### src/design/wd_supervisor_pkg.sv
`default_nettype none

package wd_supervisor_pkg;

  // register map
  localparam logic [7:0] ADDR_WD_CONTROL = 8'h2E;
  localparam logic [7:0] ADDR_WD_WINDOW_MIN = 8'h2F;
  localparam logic [7:0] ADDR_WD_WINDOW_MAX = 8'h30;
  localparam logic [7:0] ADDR_WD_SOFT_TRIGGER = 8'h31;
  localparam logic [7:0] ADDR_OVERTEMP_CONTROL = 8'h3B;

  // watchdog_control fields
  localparam int WD_ENABLE_BIT = 0;
  localparam int WD_RESET_ON_BIT = 1;
  localparam int WD_PIN_SEL_LSB = 2;
  localparam int WD_TRIG_SRC_BIT = 4;
  localparam logic [4:0] WD_CONTROL_RESET = 5'h02;

  // overtemp_control fields
  localparam int OT_ENABLE_BIT = 0;
  localparam int OT_WARN_BIT = 1;
  localparam int OT_CRIT_BIT = 2;
  localparam int OT_CLEAR_BIT = 3;
  localparam int OT_TEST_A_BIT = 4;
  localparam int OT_TEST_B_BIT = 5;
  localparam int OT_WARN_RAW_BIT = 6;
  localparam int OT_CRIT_RAW_BIT = 7;

  localparam logic [7:0] WD_WINDOW_MIN_RESET = 8'h00;
  localparam logic [7:0] WD_WINDOW_MAX_RESET = 8'hFF;

  // reset cause codes
  localparam logic [2:0] CAUSE_NONE = 3'h0;
  localparam logic [2:0] CAUSE_OVERTEMP = 3'h6;
  localparam logic [2:0] CAUSE_WATCHDOG = 3'h7;

  // pin output source code that routes the watchdog output
  localparam logic [1:0] PIN_SRC_WATCHDOG = 2'h3;

  // window tick timing
  localparam int unsigned CLK_HZ = 200_000_000;
  localparam int unsigned TICK_MS = 16;
  localparam int unsigned TICK_CYCLES = CLK_HZ / 1000 * TICK_MS;

endpackage

`default_nettype wire

### src/design/wd_supervisor.sv
`timescale 1ns/100ps
`default_nettype none

// How it works
// - temperature supervision disabled means no overtemperature reset and no flag gets set.
// - warning flag follows the warning comparator, clearing itself when it drops.
// - critical flag becoming set while enabled requests a full device reset.
// - critical flag survives the device reset cycle it caused.
// - critical flag cleared only by writing clear bit 1 then 0.
// - reset cause reads 110 for overtemperature, 111 for watchdog.
// - overtemp bits 6 and 7 show raw warning and critical comparators.
// - watchdog runs only while control bit 0 at 2Eh is set.
// - missing trigger either starts a reset or sets the watchdog flag.
// - control bit 1 selects reset on overflow, default 1.
// - control bit 4 picks software bit (0) or selected pin (1).
// - minimum window register at 2Fh counts 16 ms per step.
// - soft trigger bit 0 at 31h drives the trigger level directly.
// - pin with output source 11 carries watchdog flag gated by enable.
module wd_supervisor #(
  parameter int unsigned TICK_CYCLES = wd_supervisor_pkg::TICK_CYCLES
) (
  input wire logic clk,
  input wire logic arst_n,
  input wire logic reset_cycle,
  input wire logic [7:0] reg_addr,
  input wire logic reg_wr,
  input wire logic [7:0] reg_wdata,
  input wire logic reg_rd,
  output logic [7:0] reg_rdata,
  input wire logic [2:0] gpio_in,
  input wire logic warn_threshold,
  input wire logic crit_threshold,
  input wire logic [1:0] pin1_output_source,
  input wire logic [1:0] pin2_output_source,
  input wire logic [1:0] pin3_output_source,
  input wire logic wd_int_en,
  input wire logic wd_flag_clear,
  output logic wd_flag,
  output logic [2:0] wd_pin_out,
  output logic reset_request,
  output logic [2:0] reset_cause
);

  localparam int TW = $clog2(TICK_CYCLES + 1);

  ////////////////////////////////////////////////////////////////////////
  // input synchronisers
  logic [2:0] gpio_s;
  logic [1:0] temp_s;
  logic warn_s, crit_s;

  sync_agree #(.WIDTH(3)) u_sync_gpio (
    .clk(clk),
    .arst_n(arst_n),
    .async_in(gpio_in),
    .sync_out(gpio_s)
  );

  sync_agree #(.WIDTH(2)) u_sync_temp (
    .clk(clk),
    .arst_n(arst_n),
    .async_in({crit_threshold, warn_threshold}),
    .sync_out(temp_s)
  );

  assign warn_s = temp_s[0];
  assign crit_s = temp_s[1];

  ////////////////////////////////////////////////////////////////////////
  // registers
  logic [4:0] ctrl_q, ctrl_d;
  logic [7:0] wmin_q, wmin_d, wmax_q, wmax_d;
  logic soft_q, soft_d;
  logic ot_en_q, ot_en_d, ot_clr_q, ot_clr_d;
  logic [1:0] ot_test_q, ot_test_d;
  logic warn_q, warn_d, crit_q, crit_d;
  logic [2:0] cause_q, cause_d;
  logic [7:0] rdata_q, rdata_d;
  logic wd_violation;
  logic crit_req;

  // crit flag rising while supervision is on
  assign crit_req = ot_en_q && crit_s && !crit_q;

  always_comb begin
    ctrl_d = ctrl_q;
    wmin_d = wmin_q;
    wmax_d = wmax_q;
    soft_d = soft_q;
    ot_en_d = ot_en_q;
    ot_clr_d = ot_clr_q;
    ot_test_d = ot_test_q;
    cause_d = cause_q;
    rdata_d = rdata_q;
    if (reg_wr) begin
      unique case (reg_addr)
        wd_supervisor_pkg::ADDR_WD_CONTROL: ctrl_d = reg_wdata[4:0];
        wd_supervisor_pkg::ADDR_WD_WINDOW_MIN: wmin_d = reg_wdata;
        wd_supervisor_pkg::ADDR_WD_WINDOW_MAX: wmax_d = reg_wdata;
        wd_supervisor_pkg::ADDR_WD_SOFT_TRIGGER: soft_d = reg_wdata[0];
        wd_supervisor_pkg::ADDR_OVERTEMP_CONTROL: begin
          ot_en_d = reg_wdata[wd_supervisor_pkg::OT_ENABLE_BIT];
          ot_clr_d = reg_wdata[wd_supervisor_pkg::OT_CLEAR_BIT];
          // stored as written; the far side keeps them at zero
          ot_test_d = reg_wdata[wd_supervisor_pkg::OT_TEST_B_BIT:wd_supervisor_pkg::OT_TEST_A_BIT];
        end
        default: ;
      endcase
    end
    // warning flag is level-following, meaningless while disabled
    warn_d = ot_en_q && warn_s;
    // set wins over the clear sequence
    crit_d = crit_q;
    if (ot_clr_q && !ot_clr_d) begin
      crit_d = 1'b0;
    end
    if (ot_en_q && crit_s) begin
      crit_d = 1'b1;
    end
    if (crit_req) begin
      cause_d = wd_supervisor_pkg::CAUSE_OVERTEMP;
    end else if (wd_violation && ctrl_q[wd_supervisor_pkg::WD_RESET_ON_BIT]) begin
      cause_d = wd_supervisor_pkg::CAUSE_WATCHDOG;
    end
    if (reg_rd) begin
      unique case (reg_addr)
        wd_supervisor_pkg::ADDR_WD_CONTROL: rdata_d = {3'h0, ctrl_q};
        wd_supervisor_pkg::ADDR_WD_WINDOW_MIN: rdata_d = wmin_q;
        wd_supervisor_pkg::ADDR_WD_WINDOW_MAX: rdata_d = wmax_q;
        wd_supervisor_pkg::ADDR_WD_SOFT_TRIGGER: rdata_d = {7'h00, soft_q};
        wd_supervisor_pkg::ADDR_OVERTEMP_CONTROL: rdata_d = {crit_s, warn_s, ot_test_q, ot_clr_q,
                                                            crit_q, warn_q, ot_en_q};
        default: rdata_d = 8'h00;
      endcase
    end
  end

  always_ff @(posedge clk or negedge arst_n) begin
    if (!arst_n) begin
      ctrl_q <= wd_supervisor_pkg::WD_CONTROL_RESET;
      wmin_q <= wd_supervisor_pkg::WD_WINDOW_MIN_RESET;
      wmax_q <= wd_supervisor_pkg::WD_WINDOW_MAX_RESET;
      soft_q <= 1'b0;
      ot_en_q <= 1'b0;
      ot_clr_q <= 1'b0;
      ot_test_q <= 2'h0;
      warn_q <= 1'b0;
      crit_q <= 1'b0;
      cause_q <= wd_supervisor_pkg::CAUSE_NONE;
      rdata_q <= 8'h00;
    end else if (reset_cycle) begin
      // device reset cycle: defaults, but crit flag and cause are kept
      ctrl_q <= wd_supervisor_pkg::WD_CONTROL_RESET;
      wmin_q <= wd_supervisor_pkg::WD_WINDOW_MIN_RESET;
      wmax_q <= wd_supervisor_pkg::WD_WINDOW_MAX_RESET;
      soft_q <= 1'b0;
      ot_en_q <= 1'b0;
      ot_clr_q <= 1'b0;
      ot_test_q <= 2'h0;
      warn_q <= 1'b0;
      crit_q <= crit_q;
      cause_q <= cause_q;
      rdata_q <= 8'h00;
    end else begin
      ctrl_q <= ctrl_d;
      wmin_q <= wmin_d;
      wmax_q <= wmax_d;
      soft_q <= soft_d;
      ot_en_q <= ot_en_d;
      ot_clr_q <= ot_clr_d;
      ot_test_q <= ot_test_d;
      warn_q <= warn_d;
      crit_q <= crit_d;
      cause_q <= cause_d;
      rdata_q <= rdata_d;
    end
  end

  ////////////////////////////////////////////////////////////////////////
  // watchdog window
  logic [TW-1:0] pre_q, pre_d;
  logic [8:0] elapsed_q, elapsed_d;
  logic trig_q, trig_d, trig_level, trig_rise;
  logic flag_q, flag_d, req_q, req_d;
  logic [2:0] pin_q, pin_d;
  logic wd_on, tick;

  assign wd_on = ctrl_q[wd_supervisor_pkg::WD_ENABLE_BIT];
  assign tick = (pre_q == TW'(TICK_CYCLES - 1));

  always_comb begin
    // selector 11 is unused; it falls back to pin three
    unique case (ctrl_q[wd_supervisor_pkg::WD_PIN_SEL_LSB+:2])
      2'h0: trig_level = gpio_s[0];
      2'h1: trig_level = gpio_s[1];
      default: trig_level = gpio_s[2];
    endcase
    if (!ctrl_q[wd_supervisor_pkg::WD_TRIG_SRC_BIT]) begin
      trig_level = soft_q;
    end
  end

  assign trig_rise = trig_level && !trig_q;
  // early trigger or window timeout; a max register written to zero times out at once
  assign wd_violation = wd_on && ((trig_rise && (elapsed_q < {1'b0, wmin_q}))
                        || (!trig_rise && (elapsed_q >= {1'b0, wmax_q})));

  always_comb begin
    trig_d = trig_level;
    pre_d = tick ? '0 : pre_q + TW'(1);
    elapsed_d = elapsed_q;
    if (tick && (elapsed_q != 9'h1FF)) begin
      elapsed_d = elapsed_q + 9'h001;
    end
    if (!wd_on || trig_rise || wd_violation) begin
      pre_d = '0;
      elapsed_d = 9'h000;
    end
    flag_d = flag_q;
    if (wd_flag_clear) begin
      flag_d = 1'b0;
    end
    if (wd_violation && !ctrl_q[wd_supervisor_pkg::WD_RESET_ON_BIT]) begin
      flag_d = 1'b1;
    end
    req_d = crit_req || (wd_violation && ctrl_q[wd_supervisor_pkg::WD_RESET_ON_BIT]);
    pin_d[0] = (pin1_output_source == wd_supervisor_pkg::PIN_SRC_WATCHDOG) && flag_d && wd_int_en;
    pin_d[1] = (pin2_output_source == wd_supervisor_pkg::PIN_SRC_WATCHDOG) && flag_d && wd_int_en;
    pin_d[2] = (pin3_output_source == wd_supervisor_pkg::PIN_SRC_WATCHDOG) && flag_d && wd_int_en;
  end

  always_ff @(posedge clk or negedge arst_n) begin
    if (!arst_n) begin
      pre_q <= '0;
      elapsed_q <= 9'h000;
      trig_q <= 1'b0;
      flag_q <= 1'b0;
      req_q <= 1'b0;
      pin_q <= 3'h0;
    end else if (reset_cycle) begin
      pre_q <= '0;
      elapsed_q <= 9'h000;
      trig_q <= 1'b0;
      flag_q <= 1'b0;
      req_q <= 1'b0;
      pin_q <= 3'h0;
    end else begin
      pre_q <= pre_d;
      elapsed_q <= elapsed_d;
      trig_q <= trig_d;
      flag_q <= flag_d;
      req_q <= req_d;
      pin_q <= pin_d;
    end
  end

  assign reg_rdata = rdata_q;
  assign wd_flag = flag_q;
  assign wd_pin_out = pin_q;
  assign reset_request = req_q;
  assign reset_cause = cause_q;
endmodule

`default_nettype wire

### src/design/sync_agree.sv
`timescale 1ns/100ps
`default_nettype none

// three-stage synchroniser: output follows once stages two and three agree
module sync_agree #(
  parameter int WIDTH = 1
) (
  input wire logic clk,
  input wire logic arst_n,
  input wire logic [WIDTH-1:0] async_in,
  output logic [WIDTH-1:0] sync_out
);

  logic [WIDTH-1:0] s1_q, s2_q, s3_q, out_q, out_d;

  always_comb begin
    for (int i = 0; i < WIDTH; i++) begin
      out_d[i] = (s2_q[i] == s3_q[i]) ? s3_q[i] : out_q[i];
    end
  end

  always_ff @(posedge clk or negedge arst_n) begin
    if (!arst_n) begin
      s1_q <= '0;
      s2_q <= '0;
      s3_q <= '0;
      out_q <= '0;
    end else begin
      s1_q <= async_in;
      s2_q <= s1_q;
      s3_q <= s2_q;
      out_q <= out_d;
    end
  end

  assign sync_out = out_q;

endmodule

`default_nettype wire

### config.mk
export PLATFORM = sky130hd
export DESIGN_NAME = wd_supervisor
export DESIGN_NICKNAME = d
export VERILOG_FILES = /design/src/design/wd_supervisor_pkg.sv /design/src/design/wd_supervisor.sv /design/src/design/sync_agree.sv
export SDC_FILE = /design/constraint.sdc
export NUM_CORES = 1
export LEC_CHECK = 0
export CAP_MARGIN = 20
export CORE_UTILIZATION = 60
export DETAILED_ROUTE_END_ITERATION = 12
export DONT_BUFFER_PORTS = 1
export HOLD_SLACK_MARGIN = 0.02
export PLACE_DENSITY = 0.74
export RECOVER_POWER = 25
export SLEW_MARGIN = 40
export SYNTH_ARGS = -nofsm -noshare
export SYNTH_HDL_FRONTEND = slang
export SYNTH_HIERARCHICAL = 1
export SYNTH_SLANG_ARGS = --single-unit
### constraint.sdc
create_clock -name clk -period 4.3 [get_ports clk]
set_input_delay 0.645 -clock clk [delete_from_list [all_inputs] [get_ports clk]]
set_output_delay 0.645 -clock clk [all_outputs]
set_load 0.1 [all_outputs]
# Yosys cells after proc, flatten, opt, wreduce, memory -nomap -nowiden
# Cells that the tools add are included.
# op_classes
addsub	2
n_lt_le_gt_ge	2
eq_ne	16
muxes	43
n_bitwise	1
n_reduce_logical	45
# op_table
op	n
$mux 22	3
$mux 8	8
$eq 8x6->1 const B	5
$pmux 8 s5	1
$mux 9	3
$add 22x1->22 const B	1
$eq 22x22->1 const B	1
$mux 1	18
$reduce_bool 2->1	9
$logic_and 1x1->1	17
$mux 5	3
$reduce_and 2->1	7
$add 9x1->9 const B	1
$ge 9x8->1	1
$lt 9x8->1	1
$mux 3	3
$ne 9x9->1 const B	1
$eq 2x2->1 const B	3
$logic_not 1->1	6
$mux 2	3
$eq 1x1->1	5
$logic_or 1x1->1	4
$reduce_bool 3->1	1
$eq 2x1->1 const B	1
other kinds (3)	3
# word_totals
reg_bits	96
inputBits	34
out_inout_bits	16
elab_cells	137

# Longest topological paths before layout
# depth
word_depth	13
mapped_depth	9
mapped_depth_nobuf	9

# Cells and area by module
# The synthesis kept the hierarchy.
# modules_own_cells
module	instances	cells_each	area_each_um2	seq_area_each_um2
wd_supervisor	1	428	4339.2	1888.1
sync_agree (u_sync_gpio)	1	15	334.1	300.3
sync_agree (u_sync_temp)	1	10	222.7	200.2

# Worst setup path after synthesis
# OpenSTA, ideal clock, no wires.
# synth_timing
path_kind	reg2reg
start	register wmax_q[0]
end	register pre_q[12]
setup_ps	80
t_arrival_ps	2101
t_required_ps	4220
setup_slack_ps	2119
stages_incl_launch_ff	9
n_path_buf	2
synth_period_minus_slack_ps	2181
path_cell_list	dfstp_2 -> ha_1 -> nand2b_4 -> a2111oi_2 -> nor3_1 -> or3_1 -> buf_2 -> buf_6 -> nor3_2
# synth_between
elab_chain_len	7
# synth_lines
item	line_no	rtl
start: declaration	wd_supervisor.sv:72	logic [7:0] wmin_q, wmin_d, wmax_q, wmax_d;
start signal: assignment	wd_supervisor.sv:142	wmax_q <= wd_supervisor_pkg::WD_WINDOW_MAX_RESET;
start signal: assignment	wd_supervisor.sv:155	wmax_q <= wd_supervisor_pkg::WD_WINDOW_MAX_RESET;
start signal: assignment	wd_supervisor.sv:167	wmax_q <= wmax_d;
$ge 9x8->1	wd_supervisor.sv:206	|| (!trig_rise && (elapsed_q >= {1'b0, wmax_q})));
$logic_and 1x1->1	wd_supervisor.sv:206	
$logic_or 1x1->1	wd_supervisor.sv:206	
$logic_and 1x1->1	wd_supervisor.sv:205	assign wd_violation = wd_on && ((trig_rise && (elapsed_q < {1'b0, wmin_q}))
$logic_or 1x1->1	wd_supervisor.sv:215	if (!wd_on || trig_rise || wd_violation) begin
$mux 22	wd_supervisor.sv:215	
$mux 22	wd_supervisor.sv:240	end else if (reset_cycle) begin
end signal: assignment	wd_supervisor.sv:248	pre_q <= pre_d;
end: declaration	wd_supervisor.sv:181	logic [TW-1:0] pre_q, pre_d;
# Every way passes these cells.
# A chain may end at the register's enable or synchronous reset.

# Worst setup path after layout
# layout_timing
start	register wmax_q[0]
end	register pre_q[4]
# The elaborated chain is that of the path after synthesis.

==> metrics.cfg <==
[sta]
finalCriticalPeriod_ns=2.68
max_slew_margin_pct=-38.5
fin_crit_sh_pct=62.4
finClkSkew_ns=0.00923
rsz0062_at_grt=false
tns_ns=0
finalHoldViolCount=0
fin_hold_ws_ns=0.108
maxSlewViolCount=87
worst_pin_slew_ns=2.08
report.final.setup_viol=0
fmax_ghz=0.373

[drt]
wirelength_um=9820
routedWlPerCell_um=17.7
drc=0
dr_total_vias=3450
first_iter_violations=250
ant_nets=0
drt-vias-per-instance=6.22
drtPass1Iterations=6

[run_status]
status=finished with violations
violations=capacitance limit, slew limit

[logic_synthesis]
yosys_warnings=6
synthCells=453
synth.avg_cell_area_sq_um=10.8
synth_flop_cell=dfrtp_1
synth_area_sq_um=4900
ys_seq_elements=95
mappedNetlistNets=505
synthArstFlopShare_pct=100
ys_seq_area_share_pct=48.8
ys_types=61
synth-edff-count=0

[pwr]
finalPower_mw=1.52
pwr-share-comb_pct=2.4
max-vdd-ir-drop_mv=0.180
p_leak_nw=2.17
power.density_nw_per_um2=297
p_switching_mw=0.382
intPower_mw=1.14
swShare_pct=25.0
power_frac_clock_pct=37.1
p_seq_share_pct=60.5

[worst_setup_path]
worst_path_dominant_cell_family=simple AND/OR/NAND/NOR gates
rr_endpoint=pre_q[4]
crit_type=flop to flop
worstPathArrival_ns=2.96
end_kind=flop
critical_path.max_stage_delay_ns=0.63
r2r-start=wmax_q[0]
worstPathRequired_ns=4.58
critPathSlowestCell=or3_1
cp-start-kind=flop
path_cells=ha_1 > nand2b_4 > a2111oi_2 > nor3_1 > or3_1 > buf_4 > nor3_2
ff2ff_path_depth=7
path_max_fanout=19
reg2reg_slack_ns=1.62
worst-path-buf-inv=1

[floorplan]
io_pins=50
rows=32
dieArea_sq_um=8520
fp.dieH_um=92.3
core_area_sq_um=7810
initial_core_util_pct=62.7
die_w_um=92.3

[final_layout]
fillCellCount=612
layout.nets=500
post-route-util_pct=65.7
antenna_cells=0
syn2layout_area_growth_pct=4.83
final_cell_mix=76 x dfrtp_1, 45 x nand2_1, 36 x nand3_1
final_layout_size_suffix_gt1_share_pct=20.3
layout_commonest_cell=dfrtp_1
fin_cells=555

[clock_tree]
htreeDepth=3
clock_latency_ns=0.36
cts_buffers=9
clock-sinks=95
cts.clk_slew.worst_paths_ns=0.10
ctsResizeCount=0
root_buffer=clkbuf_8
cts_buffer_depth=2
cts_tree=yes

[grt]
grt_overflow=0
grt_pass1_vias=3323
grt_usage_pct=24.8
grt_max_degree=87
grt_pass1_wl_um=16300
antenna_found_initial=0

[min_path]
hp-class=primary input to asynchronous set/reset pin

[placement]
place_hpwl_um=6810
portBuffers=0
gp_congestion=0.811
dp_cells=538

[run]
cap_violations=1

==> cell families (layout without fill, tap and decap cells) <==
| group | after synthesis | count (layout) | share of synthesized area (%) |
|---|---|---|---|
| and+or+nand+nor | 196 | 196 | 25.7 |
| DFF | 95 | 95 | 48.8 |
| AOI/OAI and AO/OA | 67 | 67 | 9.86 |
| buffers and inverters | 42 | 42 | 4.42 |
| xor gates and xnor gates | 27 | 27 | 4.83 |
| adders and majority gates | 23 | 23 | 5.75 |
| muxes | 3 | 3 | 0.639 |
==> metal layers <==
layer,global-route usage (%),wire length (um),up-vias,share of wire (%)
li1,-,-,1616,-
met1,31.8,4200,1694,43
met2,39.5,4710,119,48
met3,5.09,571,21,5.8
met4,13.2,331,0,3.4
met5,0,0,-,0
==> per-stage QoR <==
stage                     instance area (sq um)  setup slack (ns)
after floorplan                            4900              2.12
after global placement                     4910              1.66
after detailed placement                   4930              1.62
after CTS                                  5150              1.59
after global routing                       5130              1.44
final                                      5130              1.62
==> Yosys cell counts, types with 6 or more instances <==
cell type	instances	area, sq um
dfstp_2	9	236
xnor2_1	15	131
buf_6	6	67.6
nand4_1	7	43.8
a211o_1	9	78.8
xor2_1	12	105
nor3_2	24	240
dfrtp_1	86	2150
clkbuf_1	6	22.5
nor2_1	22	82.6
a222oi_1	7	70.1
a21oi_1	23	115
o21ai_0	7	35.0
nand3_1	36	180
ha_1	18	225
inv_1	22	82.6
a22o_1	7	61.3
and3_1	13	81.3
nand2_1	45	169
==> what timing repair did <==
| action | in CTS | in global routing |
|---|---|---|
| setup buffers | 0 | 0 |
| endpoints found under the hold margin | 86 | 0 |
| hold buffers | 1 | 0 |
| endpoints found under the setup margin | 0 | 0 |
==> sequential cells by signal (all words and copies together), names as in the netlist, 2 cells and up <==
register              cells
reg_rdata                 8
u_sync_gpio/sync_out      3
u_sync_temp/s1_q          2
u_sync_temp/s3_q          2
u_sync_temp/s2_q          2
elapsed_q                 9
ctrl_q                    5
wmin_q                    8
reset_cause               2
u_sync_gpio/s2_q          3
u_sync_gpio/s1_q          3
wmax_q                    8
pre_q                    22
ot_test_q                 2
wd_pin_out                3
u_sync_gpio/s3_q          3
u_sync_temp/sync_out      2
==> worst register-to-register path, stage by stage (launching register included) <==
cell	delay, ns
dfstp_2	0.57
ha_1	0.23
nand2b_4	0.14
a2111oi_2	0.34
nor3_1	0.13
or3_1	0.63
buf_4	0.34
nor3_2	0.21
==> worst max-delay path by stage <==
stage / from / endpoint / slack, ns / cells after the start
2_1_floorplan: wmax_q[0] / pre_q[12] / 2.12 / 8
4_1_cts: wmax_q[0] / pre_q[4] / 1.59 / 7
3_3_place_gp: wmax_q[0] / pre_q[6] / 1.66 / 7
5_1_grt: wmax_q[0] / pre_q[9] / 1.44 / 7
3_5_place_dp: wmax_q[0] / pre_q[11] / 1.62 / 7
6_report: wmax_q[0] / pre_q[4] / 1.62 / 7
==> cell type report <==
class	count	area (sq um)	share of cell area, %
flip-flops and latches	95	2400	46.8
clock buffers	9	124	2.41
multi-input cells	316	2300	44.8
clock inverters	7	63.8	1.24
well taps	102	128	2.49
repair buffers	4	31.3	0.609
inverters	22	82.6	1.61
==> power by group through the flow <==
stage | registers, mW | logic (mW) | clock network [mW]
CTS | 0.922 | 0.0407 | 0.577
finish | 0.922 | 0.0369 | 0.565
detailed placement | 0.940 | 0.0217 | 0
global route | 0.924 | 0.0419 | 0.610
global placement | 0.939 | 0.0206 | 0
floorplan | 0.935 | 0.0294 | 0
Power figures use the tool's default switching activity.
